===== config.mk =====
export PLATFORM = sky130hd
export DESIGN_NAME = spi_status_regs
export DESIGN_NICKNAME = d
export VERILOG_FILES = /design/src/spi_regs_pkg.sv /design/src/spi_word_fifo.sv /design/src/spi_frame_shift.sv /design/src/spi_status_regs.sv
export SDC_FILE = /design/constraint.sdc
export NUM_CORES = 1
export LEC_CHECK = 0
export BUFFER_PORTS_ARGS = -buffer_cell sky130_fd_sc_hd__buf_2
export CAP_MARGIN = 20
export CORE_ASPECT_RATIO = 1.5
export CORE_UTILIZATION = 63
export DETAILED_ROUTE_END_ITERATION = 7
export PLACE_DENSITY = 0.9
export SYNTH_ARGS = -nofsm -noshare
export SYNTH_HDL_FRONTEND = slang
export SYNTH_SLANG_ARGS = --single-unit

===== constraint.sdc =====
create_clock -name clk_sys -period 4.38 [get_ports clk_sys]
set_input_delay 0.876 -clock clk_sys [delete_from_list [all_inputs] [get_ports clk_sys]]
set_output_delay 0.876 -clock clk_sys [all_outputs]
set_load 0.05 [all_outputs]

===== src/spi_regs_pkg.sv =====
// Functional notes
// - status bit 5 sets when a frame starts with the transmit queue empty
// - reading the status register clears that error bit
// - status bit 4 shows receive queue full
// - status bit 3 shows receive queue holds at least one entry
// - status bit 2 shows transmit queue empty
// - status bit 1 shows transmit queue has room
// - status bit 0 shows a serial transfer under way or a transmit queue that is not empty
// - five interrupt enables at bits 4..0; zero masks the cause
// - masked state shows causes at enable positions, disabled ones read zero
// - raw state shows all five causes regardless of enables
// - masked state: receive full at 4, transmit empty at 0
// - reading 0x038 clears transmit overrun; bit 0 returns its state
// - reading 0x03C clears receive overrun
// - reading 0x040 clears receive underrun
// - writes to the clear registers have no effect
// - reading 0x048 clears all three overrun and underrun causes
// - transmit DMA requests only while DMA control bit 1 was set one cycle earlier
// - receive DMA requests only while DMA control bit 0 was set one cycle earlier
// - any word-aligned write in window 0x060..0x0EC pushes one transmit entry unless the queue is full
// - any word-aligned read in the window pops the oldest receive entry, bits 15:0
// - transmit empty cause when transmit count is at or below its level
// - receive full cause when receive count exceeds its level
package spi_regs_pkg;

    localparam int ADDR_W    = 8;
    localparam int BUS_W     = 32;
    localparam int DATA_W    = 16;
    localparam int FIFO_DEPTH = 4;
    localparam int CNT_W     = 3;
    localparam int LVL_W     = 2;

    localparam logic [ADDR_W-1:0] OFF_TX_IRQ_LEVEL = 8'h18;
    localparam logic [ADDR_W-1:0] OFF_RX_IRQ_LEVEL = 8'h1C;
    localparam logic [ADDR_W-1:0] OFF_STATUS       = 8'h28;
    localparam logic [ADDR_W-1:0] OFF_IRQ_MASK     = 8'h2C;
    localparam logic [ADDR_W-1:0] OFF_MASKED       = 8'h30;
    localparam logic [ADDR_W-1:0] OFF_RAW          = 8'h34;
    localparam logic [ADDR_W-1:0] OFF_TXO_CLEAR    = 8'h38;
    localparam logic [ADDR_W-1:0] OFF_RXO_CLEAR    = 8'h3C;
    localparam logic [ADDR_W-1:0] OFF_RXU_CLEAR    = 8'h40;
    localparam logic [ADDR_W-1:0] OFF_ALL_CLEAR    = 8'h48;
    localparam logic [ADDR_W-1:0] OFF_DMA_ENABLE   = 8'h4C;
    localparam logic [ADDR_W-1:0] OFF_DMA_TX_LEVEL = 8'h50;
    localparam logic [ADDR_W-1:0] OFF_DMA_RX_LEVEL = 8'h54;
    localparam logic [ADDR_W-1:0] OFF_DATA_FIRST   = 8'h60;
    localparam logic [ADDR_W-1:0] OFF_DATA_LAST    = 8'hEC;

    localparam int DMA_TX_BIT = 1;
    localparam int DMA_RX_BIT = 0;

    localparam logic [4:0] IRQ_MASK_RST = 5'h1F;
    localparam logic [1:0] DMA_EN_RST   = 2'h0;
    localparam logic [LVL_W-1:0] LVL_RST = 2'h0;

    // bit 4 down to bit 0, matching enable, masked and raw layouts
    typedef struct packed {
        logic rx_full;
        logic rx_overrun;
        logic rx_underrun;
        logic tx_overrun;
        logic tx_empty;
    } irq_bits_t;

    // bit 5 down to bit 0 of the status register
    typedef struct packed {
        logic tx_start_empty_error;
        logic rx_fifo_full_flag;
        logic rx_fifo_nonempty_flag;
        logic tx_fifo_empty_flag;
        logic tx_fifo_room_flag;
        logic busy;
    } status_bits_t;

    typedef struct packed {
        logic [CNT_W-1:0] count;
        logic             full;
        logic             empty;
    } fifo_stat_t;

endpackage


===== src/spi_word_fifo.sv =====
`timescale 1ns/1ps
module spi_word_fifo
    import spi_regs_pkg::*;
#(
    parameter int WIDTH = 16,
    parameter int DEPTH = 4
) (
    input  wire logic             clk_sys,
    input  wire logic             rst_n,
    input  wire logic             push,
    input  wire logic [WIDTH-1:0] push_data,
    input  wire logic             pop,
    output logic      [WIDTH-1:0] head,
    output spi_regs_pkg::fifo_stat_t stat
);
    import spi_regs_pkg::*;

    localparam int PTR_W = $clog2(DEPTH);

    logic [WIDTH-1:0] mem [DEPTH];
    logic [PTR_W-1:0] wptr;
    logic [PTR_W-1:0] rptr;
    logic [CNT_W-1:0] count;

    wire full    = (count == CNT_W'(DEPTH));
    wire empty   = (count == '0);
    wire do_push = push & ~full;
    wire do_pop  = pop & ~empty;

    assign head = mem[rptr];
    assign stat = '{count: count, full: full, empty: empty};

    // storage holds no reset; only pointers define contents
    always_ff @(posedge clk_sys) begin
        if (do_push) begin
            mem[wptr] <= push_data;
        end
    end

    always_ff @(posedge clk_sys or negedge rst_n) begin
        if (!rst_n) begin
            wptr  <= '0;
            rptr  <= '0;
            count <= '0;
        end else begin
            if (do_push) begin
                wptr <= PTR_W'(wptr + 1'b1);
            end
            if (do_pop) begin
                rptr <= PTR_W'(rptr + 1'b1);
            end
            count <= CNT_W'(count + CNT_W'(do_push) - CNT_W'(do_pop));
        end
    end

endmodule


===== src/spi_frame_shift.sv =====
`timescale 1ns/1ps
module spi_frame_shift #(
    parameter int WIDTH = 16
) (
    input  wire logic             clk_sys,
    input  wire logic             rst_n,
    input  wire logic             sclk_pin,
    input  wire logic             ss_n_pin,
    input  wire logic             mosi_pin,
    input  wire logic [WIDTH-1:0] tx_word,
    output logic                  frame_start,
    output logic      [WIDTH-1:0] rx_word,
    output logic                  rx_done,
    output logic                  active,
    output logic                  miso,
    output logic                  miso_oe_n
);
    localparam int BC_W = $clog2(WIDTH);
    localparam logic [BC_W-1:0] LAST_BIT = BC_W'(WIDTH - 1);

    logic [2:0]       sclk_sync;
    logic [2:0]       ss_sync;
    logic [1:0]       mosi_sync;
    logic [BC_W-1:0]  bit_cnt;
    logic [WIDTH-1:0] tx_shift;
    logic [WIDTH-1:0] rx_shift;
    logic             load;
    logic             cont;

    wire sclk_rise = sclk_sync[1] & ~sclk_sync[2];
    wire sclk_fall = ~sclk_sync[1] & sclk_sync[2];
    wire ss_fall   = ~ss_sync[1] & ss_sync[2];
    wire selected  = ~ss_sync[1];
    wire last_rise = selected & sclk_rise & (bit_cnt == LAST_BIT);
    // preload at frame end pops nothing: select may rise before the next word
    wire cont_rise = selected & sclk_rise & (bit_cnt == '0) & cont;
    wire [WIDTH-1:0] rx_next = {rx_shift[WIDTH-2:0], mosi_sync[1]};

    // mode 0: sample on rise, shift on fall, none at frame boundary
    always_ff @(posedge clk_sys or negedge rst_n) begin
        if (!rst_n) begin
            sclk_sync   <= '0;
            ss_sync     <= 3'h7;
            mosi_sync   <= '0;
            bit_cnt     <= '0;
            tx_shift    <= '0;
            rx_shift    <= '0;
            rx_word     <= '0;
            rx_done     <= 1'b0;
            frame_start <= 1'b0;
            load        <= 1'b0;
            cont        <= 1'b0;
            active      <= 1'b0;
            miso        <= 1'b0;
            miso_oe_n   <= 1'b1;
        end else begin
            sclk_sync   <= {sclk_sync[1:0], sclk_pin};
            ss_sync     <= {ss_sync[1:0], ss_n_pin};
            mosi_sync   <= {mosi_sync[0], mosi_pin};
            frame_start <= ss_fall | cont_rise;
            load        <= ss_fall | last_rise;
            rx_done     <= last_rise;
            active      <= selected;
            miso_oe_n   <= ~selected;
            if (!selected) begin
                bit_cnt <= '0;
                cont    <= 1'b0;
            end else if (sclk_rise) begin
                if (bit_cnt == LAST_BIT) begin
                    cont <= 1'b1;
                end
                rx_shift <= rx_next;
                bit_cnt  <= (bit_cnt == LAST_BIT) ? '0 : BC_W'(bit_cnt + 1'b1);
            end
            if (last_rise) begin
                rx_word <= rx_next;
            end
            if (load) begin
                tx_shift <= tx_word;
                miso     <= tx_word[WIDTH-1];
            end else if (selected && sclk_fall && bit_cnt != '0) begin
                tx_shift <= {tx_shift[WIDTH-2:0], 1'b0};
                miso     <= tx_shift[WIDTH-2];
            end
        end
    end

endmodule


===== src/spi_status_regs.sv =====
// Implementation choice: the strobed register port.
`timescale 1ns/1ps
module spi_status_regs
    import spi_regs_pkg::*;
#(
    parameter int WIDTH = spi_regs_pkg::DATA_W,
    parameter int DEPTH = spi_regs_pkg::FIFO_DEPTH
) (
    input  wire logic                            clk_sys,
    input  wire logic                            rst_n,
    input  wire logic [spi_regs_pkg::ADDR_W-1:0] bus_addr,
    input  wire logic [spi_regs_pkg::BUS_W-1:0]  bus_wdata,
    input  wire logic                            bus_wr,
    input  wire logic                            bus_rd,
    output logic      [spi_regs_pkg::BUS_W-1:0]  bus_rdata,
    input  wire logic                            link_sclk,
    input  wire logic                            link_ss_n,
    input  wire logic                            link_mosi,
    output logic                                 link_miso,
    output logic                                 link_miso_oe_n,
    output logic                                 tx_dma_req,
    output logic                                 rx_dma_req,
    output logic                                 irq
);
    import spi_regs_pkg::*;

    // ************************************************************
    // helpers
    // ************************************************************

    function automatic logic hit(input logic [ADDR_W-1:0] addr,
                                 input logic [ADDR_W-1:0] off);
        hit = (addr == off);
    endfunction

    function automatic logic [BUS_W-1:0] widen(input logic [WIDTH-1:0] val);
        widen = BUS_W'(val);
    endfunction

    function automatic logic [CNT_W-1:0] lvl(input logic [LVL_W-1:0] val);
        lvl = CNT_W'(val);
    endfunction

    // ************************************************************
    // software-visible state
    // ************************************************************

    irq_bits_t         irq_mask;
    irq_bits_t         raw;
    logic [1:0]        dma_enable;
    logic [LVL_W-1:0]  tx_dma_level_field;
    logic [LVL_W-1:0]  rx_dma_level_field;
    logic [LVL_W-1:0]  tx_irq_level;
    logic [LVL_W-1:0]  rx_irq_level;
    logic              tx_start_empty_error;

    irq_bits_t         next_raw;
    logic              next_tx_err;
    logic [BUS_W-1:0]  next_rdata;

    // ************************************************************
    // queues and serial engine
    // ************************************************************

    fifo_stat_t        tx_stat;
    fifo_stat_t        rx_stat;
    logic [WIDTH-1:0]  tx_head;
    logic [WIDTH-1:0]  rx_head;
    logic              frame_start;
    logic [WIDTH-1:0]  rx_word;
    logic              rx_done;
    logic              link_active;

    wire               in_window;
    wire               win_wr;
    wire               win_rd;
    wire               tx_push;
    wire               tx_pop;
    wire               rx_pop;
    wire [WIDTH-1:0]   shift_word;

    // ************************************************************
    // address decode
    // ************************************************************

    wire wr_mask      = bus_wr & hit(bus_addr, OFF_IRQ_MASK);
    wire wr_dma_en    = bus_wr & hit(bus_addr, OFF_DMA_ENABLE);
    wire wr_dma_tx    = bus_wr & hit(bus_addr, OFF_DMA_TX_LEVEL);
    wire wr_dma_rx    = bus_wr & hit(bus_addr, OFF_DMA_RX_LEVEL);
    wire wr_tx_lvl    = bus_wr & hit(bus_addr, OFF_TX_IRQ_LEVEL);
    wire wr_rx_lvl    = bus_wr & hit(bus_addr, OFF_RX_IRQ_LEVEL);
    wire rd_status    = bus_rd & hit(bus_addr, OFF_STATUS);
    wire rd_txo_clear = bus_rd & hit(bus_addr, OFF_TXO_CLEAR);
    wire rd_rxo_clear = bus_rd & hit(bus_addr, OFF_RXO_CLEAR);
    wire rd_rxu_clear = bus_rd & hit(bus_addr, OFF_RXU_CLEAR);
    wire rd_all_clear = bus_rd & hit(bus_addr, OFF_ALL_CLEAR);

    // word-aligned addresses only; byte offsets inside a word miss
    assign in_window = (bus_addr >= OFF_DATA_FIRST) &&
                       (bus_addr <= OFF_DATA_LAST) &&
                       (bus_addr[1:0] == 2'h0);
    assign win_wr    = bus_wr & in_window;
    assign win_rd    = bus_rd & in_window;

    assign tx_push   = win_wr;
    assign rx_pop    = win_rd & ~rx_stat.empty;
    assign tx_pop    = frame_start & ~tx_stat.empty;
    // an empty queue at frame start sends zeros rather than stale data
    assign shift_word = tx_stat.empty ? '0 : tx_head;

    // ************************************************************
    // queue instances
    // ************************************************************

    spi_word_fifo #(
        .WIDTH (WIDTH),
        .DEPTH (DEPTH)
    ) u_tx_fifo (
        .clk_sys   (clk_sys),
        .rst_n     (rst_n),
        .push      (tx_push),
        .push_data (bus_wdata[WIDTH-1:0]),
        .pop       (tx_pop),
        .head      (tx_head),
        .stat      (tx_stat)
    );

    spi_word_fifo #(
        .WIDTH (WIDTH),
        .DEPTH (DEPTH)
    ) u_rx_fifo (
        .clk_sys   (clk_sys),
        .rst_n     (rst_n),
        .push      (rx_done),
        .push_data (rx_word),
        .pop       (rx_pop),
        .head      (rx_head),
        .stat      (rx_stat)
    );

    spi_frame_shift #(
        .WIDTH (WIDTH)
    ) u_shift (
        .clk_sys     (clk_sys),
        .rst_n       (rst_n),
        .sclk_pin    (link_sclk),
        .ss_n_pin    (link_ss_n),
        .mosi_pin    (link_mosi),
        .tx_word     (shift_word),
        .frame_start (frame_start),
        .rx_word     (rx_word),
        .rx_done     (rx_done),
        .active      (link_active),
        .miso        (link_miso),
        .miso_oe_n   (link_miso_oe_n)
    );

    // ************************************************************
    // interrupt causes
    // ************************************************************

    wire tx_over_set  = win_wr & tx_stat.full;
    wire rx_over_set  = rx_done & rx_stat.full;
    wire rx_under_set = win_rd & rx_stat.empty;

    wire tx_over_clr  = rd_txo_clear | rd_all_clear;
    wire rx_over_clr  = rd_rxo_clear | rd_all_clear;
    wire rx_under_clr = rd_rxu_clear | rd_all_clear;

    wire tx_empty_cause = (tx_stat.count <= lvl(tx_irq_level));
    wire rx_full_cause  = (rx_stat.count > lvl(rx_irq_level));

    always_comb begin
        next_raw          = raw;
        next_raw.tx_empty = tx_empty_cause;
        next_raw.rx_full  = rx_full_cause;
        next_raw.tx_overrun  = tx_over_set  | (raw.tx_overrun  & ~tx_over_clr);
        next_raw.rx_overrun  = rx_over_set  | (raw.rx_overrun  & ~rx_over_clr);
        next_raw.rx_underrun = rx_under_set | (raw.rx_underrun & ~rx_under_clr);
    end

    wire irq_bits_t masked = raw & irq_mask;

    // ************************************************************
    // status flags
    // ************************************************************

    wire tx_err_set = frame_start & tx_stat.empty;
    assign next_tx_err = tx_err_set | (tx_start_empty_error & ~rd_status);

    status_bits_t status;
    always_comb begin
        status.tx_start_empty_error  = tx_start_empty_error;
        status.rx_fifo_full_flag     = rx_stat.full;
        status.rx_fifo_nonempty_flag = ~rx_stat.empty;
        status.tx_fifo_empty_flag    = tx_stat.empty;
        status.tx_fifo_room_flag     = ~tx_stat.full;
        status.busy                  = link_active | ~tx_stat.empty;
    end

    // ************************************************************
    // read mux
    // ************************************************************

    wire [BUS_W-1:0] rd_status_word = BUS_W'(status);
    wire [BUS_W-1:0] rd_mask_word   = BUS_W'(irq_mask);
    wire [BUS_W-1:0] rd_masked_word = BUS_W'(masked);
    wire [BUS_W-1:0] rd_raw_word    = BUS_W'(raw);
    wire [BUS_W-1:0] rd_txo_word    = BUS_W'(raw.tx_overrun);
    wire [BUS_W-1:0] rd_rxo_word    = BUS_W'(raw.rx_overrun);
    wire [BUS_W-1:0] rd_rxu_word    = BUS_W'(raw.rx_underrun);
    wire [BUS_W-1:0] rd_all_word    = BUS_W'(raw.tx_overrun | raw.rx_overrun |
                                              raw.rx_underrun);
    wire [BUS_W-1:0] rd_data_word   = rx_stat.empty ? '0 : widen(rx_head);

    always_comb begin
        next_rdata = '0;
        if (bus_rd) begin
            case (bus_addr)
                OFF_TX_IRQ_LEVEL: next_rdata = BUS_W'(tx_irq_level);
                OFF_RX_IRQ_LEVEL: next_rdata = BUS_W'(rx_irq_level);
                OFF_STATUS:       next_rdata = rd_status_word;
                OFF_IRQ_MASK:     next_rdata = rd_mask_word;
                OFF_MASKED:       next_rdata = rd_masked_word;
                OFF_RAW:          next_rdata = rd_raw_word;
                OFF_TXO_CLEAR:    next_rdata = rd_txo_word;
                OFF_RXO_CLEAR:    next_rdata = rd_rxo_word;
                OFF_RXU_CLEAR:    next_rdata = rd_rxu_word;
                OFF_ALL_CLEAR:    next_rdata = rd_all_word;
                OFF_DMA_ENABLE:   next_rdata = BUS_W'(dma_enable);
                OFF_DMA_TX_LEVEL: next_rdata = BUS_W'(tx_dma_level_field);
                OFF_DMA_RX_LEVEL: next_rdata = BUS_W'(rx_dma_level_field);
                default:          next_rdata = in_window ? rd_data_word : '0;
            endcase
        end
    end

    // ************************************************************
    // dma requests
    // ************************************************************

    wire next_tx_dma = dma_enable[DMA_TX_BIT] &
                       (tx_stat.count <= lvl(tx_dma_level_field));
    wire next_rx_dma = dma_enable[DMA_RX_BIT] &
                       (rx_stat.count > lvl(rx_dma_level_field));

    // ************************************************************
    // registers
    // ************************************************************

    // clear registers have no write decode
    always_ff @(posedge clk_sys or negedge rst_n) begin
        if (!rst_n) begin
            irq_mask <= IRQ_MASK_RST;
            dma_enable <= DMA_EN_RST;
            tx_irq_level <= LVL_RST;
            rx_irq_level <= LVL_RST;
        end else begin
            if (wr_mask) begin
                irq_mask <= bus_wdata[$bits(irq_bits_t)-1:0];
            end
            if (wr_dma_en) begin
                dma_enable <= bus_wdata[1:0];
            end
            if (wr_tx_lvl) begin
                tx_irq_level <= bus_wdata[LVL_W-1:0];
            end
            if (wr_rx_lvl) begin
                rx_irq_level <= bus_wdata[LVL_W-1:0];
            end
        end
    end

    always_ff @(posedge clk_sys or negedge rst_n) begin
        if (!rst_n) begin
            tx_dma_level_field <= LVL_RST;
            rx_dma_level_field <= LVL_RST;
        end else begin
            if (wr_dma_tx) begin
                tx_dma_level_field <= bus_wdata[LVL_W-1:0];
            end
            if (wr_dma_rx) begin
                rx_dma_level_field <= bus_wdata[LVL_W-1:0];
            end
        end
    end

    always_ff @(posedge clk_sys or negedge rst_n) begin
        if (!rst_n) begin
            raw                  <= '0;
            tx_start_empty_error <= 1'b0;
            bus_rdata            <= '0;
        end else begin
            raw                  <= next_raw;
            tx_start_empty_error <= next_tx_err;
            bus_rdata            <= next_rdata;
        end
    end

    // outputs lag state by one cycle to keep them glitch free
    always_ff @(posedge clk_sys or negedge rst_n) begin
        if (!rst_n) begin
            tx_dma_req <= 1'b0;
            rx_dma_req <= 1'b0;
            irq        <= 1'b0;
        end else begin
            tx_dma_req <= next_tx_dma;
            rx_dma_req <= next_rx_dma;
            irq        <= |masked;
        end
    end

endmodule


==> flow_summary.toml <==
[status]
status = "completed"

[routing]
drt_iter0_drc = 394
drt_pass1_iterations = 5
via_per_inst = 6.19
routedWlPerCell_um = 23.1
antenna_left = 0
routed_wl_um = 21300
drc = 0
num_vias = 5704

[global_route]
grt_usage_pct = 26.3
grt.met3_usage_pct = 2.87
antenna_found_initial = 0
grt_remaining_overflow = 0
grt_use_met1_pct = 30.4
grt-busiest-layer = "met2"
grt_pass1_wl_um = 33100
grtUsageMet2_pct = 49.6
grt_pass1_vias = 6135
grt_max_degree = 63

[finish]
stdcell_area_mm2 = 0.0114
areaGrowthSynthToFinish_pct = 10.8
nFillCells = 976
fin_cells = 921
finalNetCount = 773
n_antenna_cell = 0
drive_gt1_share_pct = 26.3
post-route-util_pct = 72.2

[setup_path]
cp-end-kind = "register"
cp_data_arrival_time_ns = 2.92
crit_fanout = 16
critPathSlowestCell = "and2_1"
cp_num_buf_inv = 1
cp.required_ns = 4.51
path_class = "in2reg"
cpLargestDelayFamily = "simple AND/OR/NAND/NOR gates"
cp-start-kind = "primary input"
critPathMaxStageDelay_ns = 0.80
path_cells = "buf_2 -> nor2_1 -> nand4_1 -> nor2b_1 -> and2_1"

[clock_tree]
cts_num_sinks = 246
cts_tree = "built"
clkLatencyLatePin_ns = 0.52
cts_inserted_buffers = 22
cts_hold_buf = 0
post_cts_buffers = 0
clk_pin_slew_ns = 0.06
htree_num_levels = 1
cts_resized = 0
clk_path_buf_depth = 3
root_buffer = "clkbuf_16"

[synthesis]
syn_inst = 654
async_reset_ff_share_pct = 48.0
syn_area_per_cell_um2 = 15.7
ys_seq_area_share_pct = 66.3
synth_edf_count = 128
synth_warnings = 0
synthTopCellsByCount = "128 x edfxtp_1, 110 x dfrtp_1, 48 x mux2_2"
synth_area_mm2 = 0.0103
synth.distinct_cells = 63
synth_most_common_cell = "edfxtp_1"
yosysTopAreaCell = "edfxtp_1"
netlist_top_cells_area = "edfxtp_1 37%, dfrtp_1 27%, mux4_2 7.0%, mux2_2 5.3%, ha_1 2.7%"
synth_top_area_share_pct = 37.4
ys_seq_elements = 246
ys.flop_type = "edfxtp_1"

[floorplanning]
coreArea_mm2 = 0.0158
start_util_pct = 65.1
die-height_um = 158
io_pins = 84
dieArea_mm2 = 0.0168
num_rows = 56
die_w_um = 106

[power]
p_leak_nw = 4.76
power_mw = 5.94
max-vdd-ir-drop_mv = 0.367
p_per_area_mw_per_mm2 = 522

[sta]
hold_violations = 0
setup_viol = 0
fmax_mhz = 358
fin_crit_ns = 2.79
fin_crit_sh_pct = 63.8
finalMaxSlewViolations = 0
setup_tns_ns = 0
slew_headroom_pct = 37.2
clock_skew_ns = 0.0214
rsz0062_at_grt = "false"
tightest_slew_ns = 0.941
holdWs_ns = 0.359
setup_ws_ns = 1.59

[place]
dpl_worst_slack_ns = 1.10
dp_cells = 879
port_buffers = 51
dpl_cell_area_mm2 = 0.0106
hpwl_um = 13800
routabilityCongestion = 0.890

[run]
cap_violations = 0

[min_path]
hold_class = "reg2reg"
[layout make-up]
cell class	count	area [um2]	share of cell area, %
Sequential cell	246	6810	59.8
Multi-Input combinational cell	345	3130	27.5
Clock buffer	32	628	5.52
Timing Repair Buffer	57	343	3.01
Tap cell	203	254	2.23
Inverter	30	113	0.989
Clock inverter	8	106	0.934
[routing by layer]
metal	vias to the layer above	share of wire [%]
li1	2520	-
met3	52	3.9
met5	-	0
met2	191	56
met1	2941	37
met4	0	3.0
[flip-flops by register name, summed over array words and instances, names as in the netlist, 3 cells and up]
| register | flops |
|---|---|
| u_shift.tx_shift | 15 |
| u_tx_fifo.count | 3 |
| u_rx_fifo.count | 3 |
| raw | 5 |
| bus_rdata | 16 |
| u_shift.rx_shift | 15 |
| u_tx_fifo.mem | 64 |
| irq_mask | 5 |
| u_shift.rx_word | 16 |
| u_shift.bit_cnt | 4 |
| u_rx_fifo.mem | 64 |
| u_shift.sclk_sync | 3 |
[report_power, final]
| group | total (mW) | leakage, nW | switching [mW] | internal [mW] |
|---|---|---|---|---|
| registers | 2.93 | 2.76 | 0.277 | 2.66 |
| logic | 1.06 | 1.65 | 0.531 | 0.534 |
| clock network | 1.94 | 0.356 | 0.823 | 1.12 |
| total | 5.94 | 4.76 | 1.63 | 4.31 |
[worst paths after layout]
path                                     from               endpoint  slack [ns]  depth (start not counted)
min reg2reg                u_shift.ss_sync[0]     u_shift.ss_sync[1]        0.36                          0
max in group asynchronous               rst_n   u_shift.mosi_sync[0]        3.02                          2
min in group asynchronous               rst_n  rx_dma_level_field[1]        0.46                          1
max reg2reg                u_tx_fifo.count[1]     u_tx_fifo.count[2]        1.59                          8
min                        u_shift.ss_sync[0]     u_shift.ss_sync[1]        0.36                          0
max                               bus_addr[1]    u_tx_fifo.mem[3][1]        1.59                          5
[cell families after synthesis]
kind of cell             count (synthesis)  synth area share, %
AND/OR/NAND/NOR                        125                 7.09
buffers and inverters                   78                 3.79
XOR/XNOR                                12                 1.02
adder cells (fa/ha/maj)                 24                 3.07
multiplexers                            97                 13.9
other                                    1               0.0365
flip-flops                             246                 66.3
AO/OA/AOI/OAI                           71                 4.78
[cell usage in the layout (no fill, tap or decap), types with 5 or more instances in the layout]
cell type  synthesis  final
inv_1             29     29
dfstp_2            8      8
dfrtp_1          110    110
and2_1             8      8
clkbuf_16          0     22
mux2_2            48     48
clkbuf_1          19      6
mux4_2            32     32
conb_1             1     16
mux2i_1           17     17
a32oi_1            9      9
buf_2              8     50
ha_1              22     22
a21oi_1           14     14
xnor2_1            8      8
and3_1            15     15
edfxtp_1         128    128
o21ai_0           22     22
buf_4             19      5
nand2_1           22     22
nand3_1           30     30
nor2_1             9      9
No activity file was read; power rests on OpenSTA's default activity.
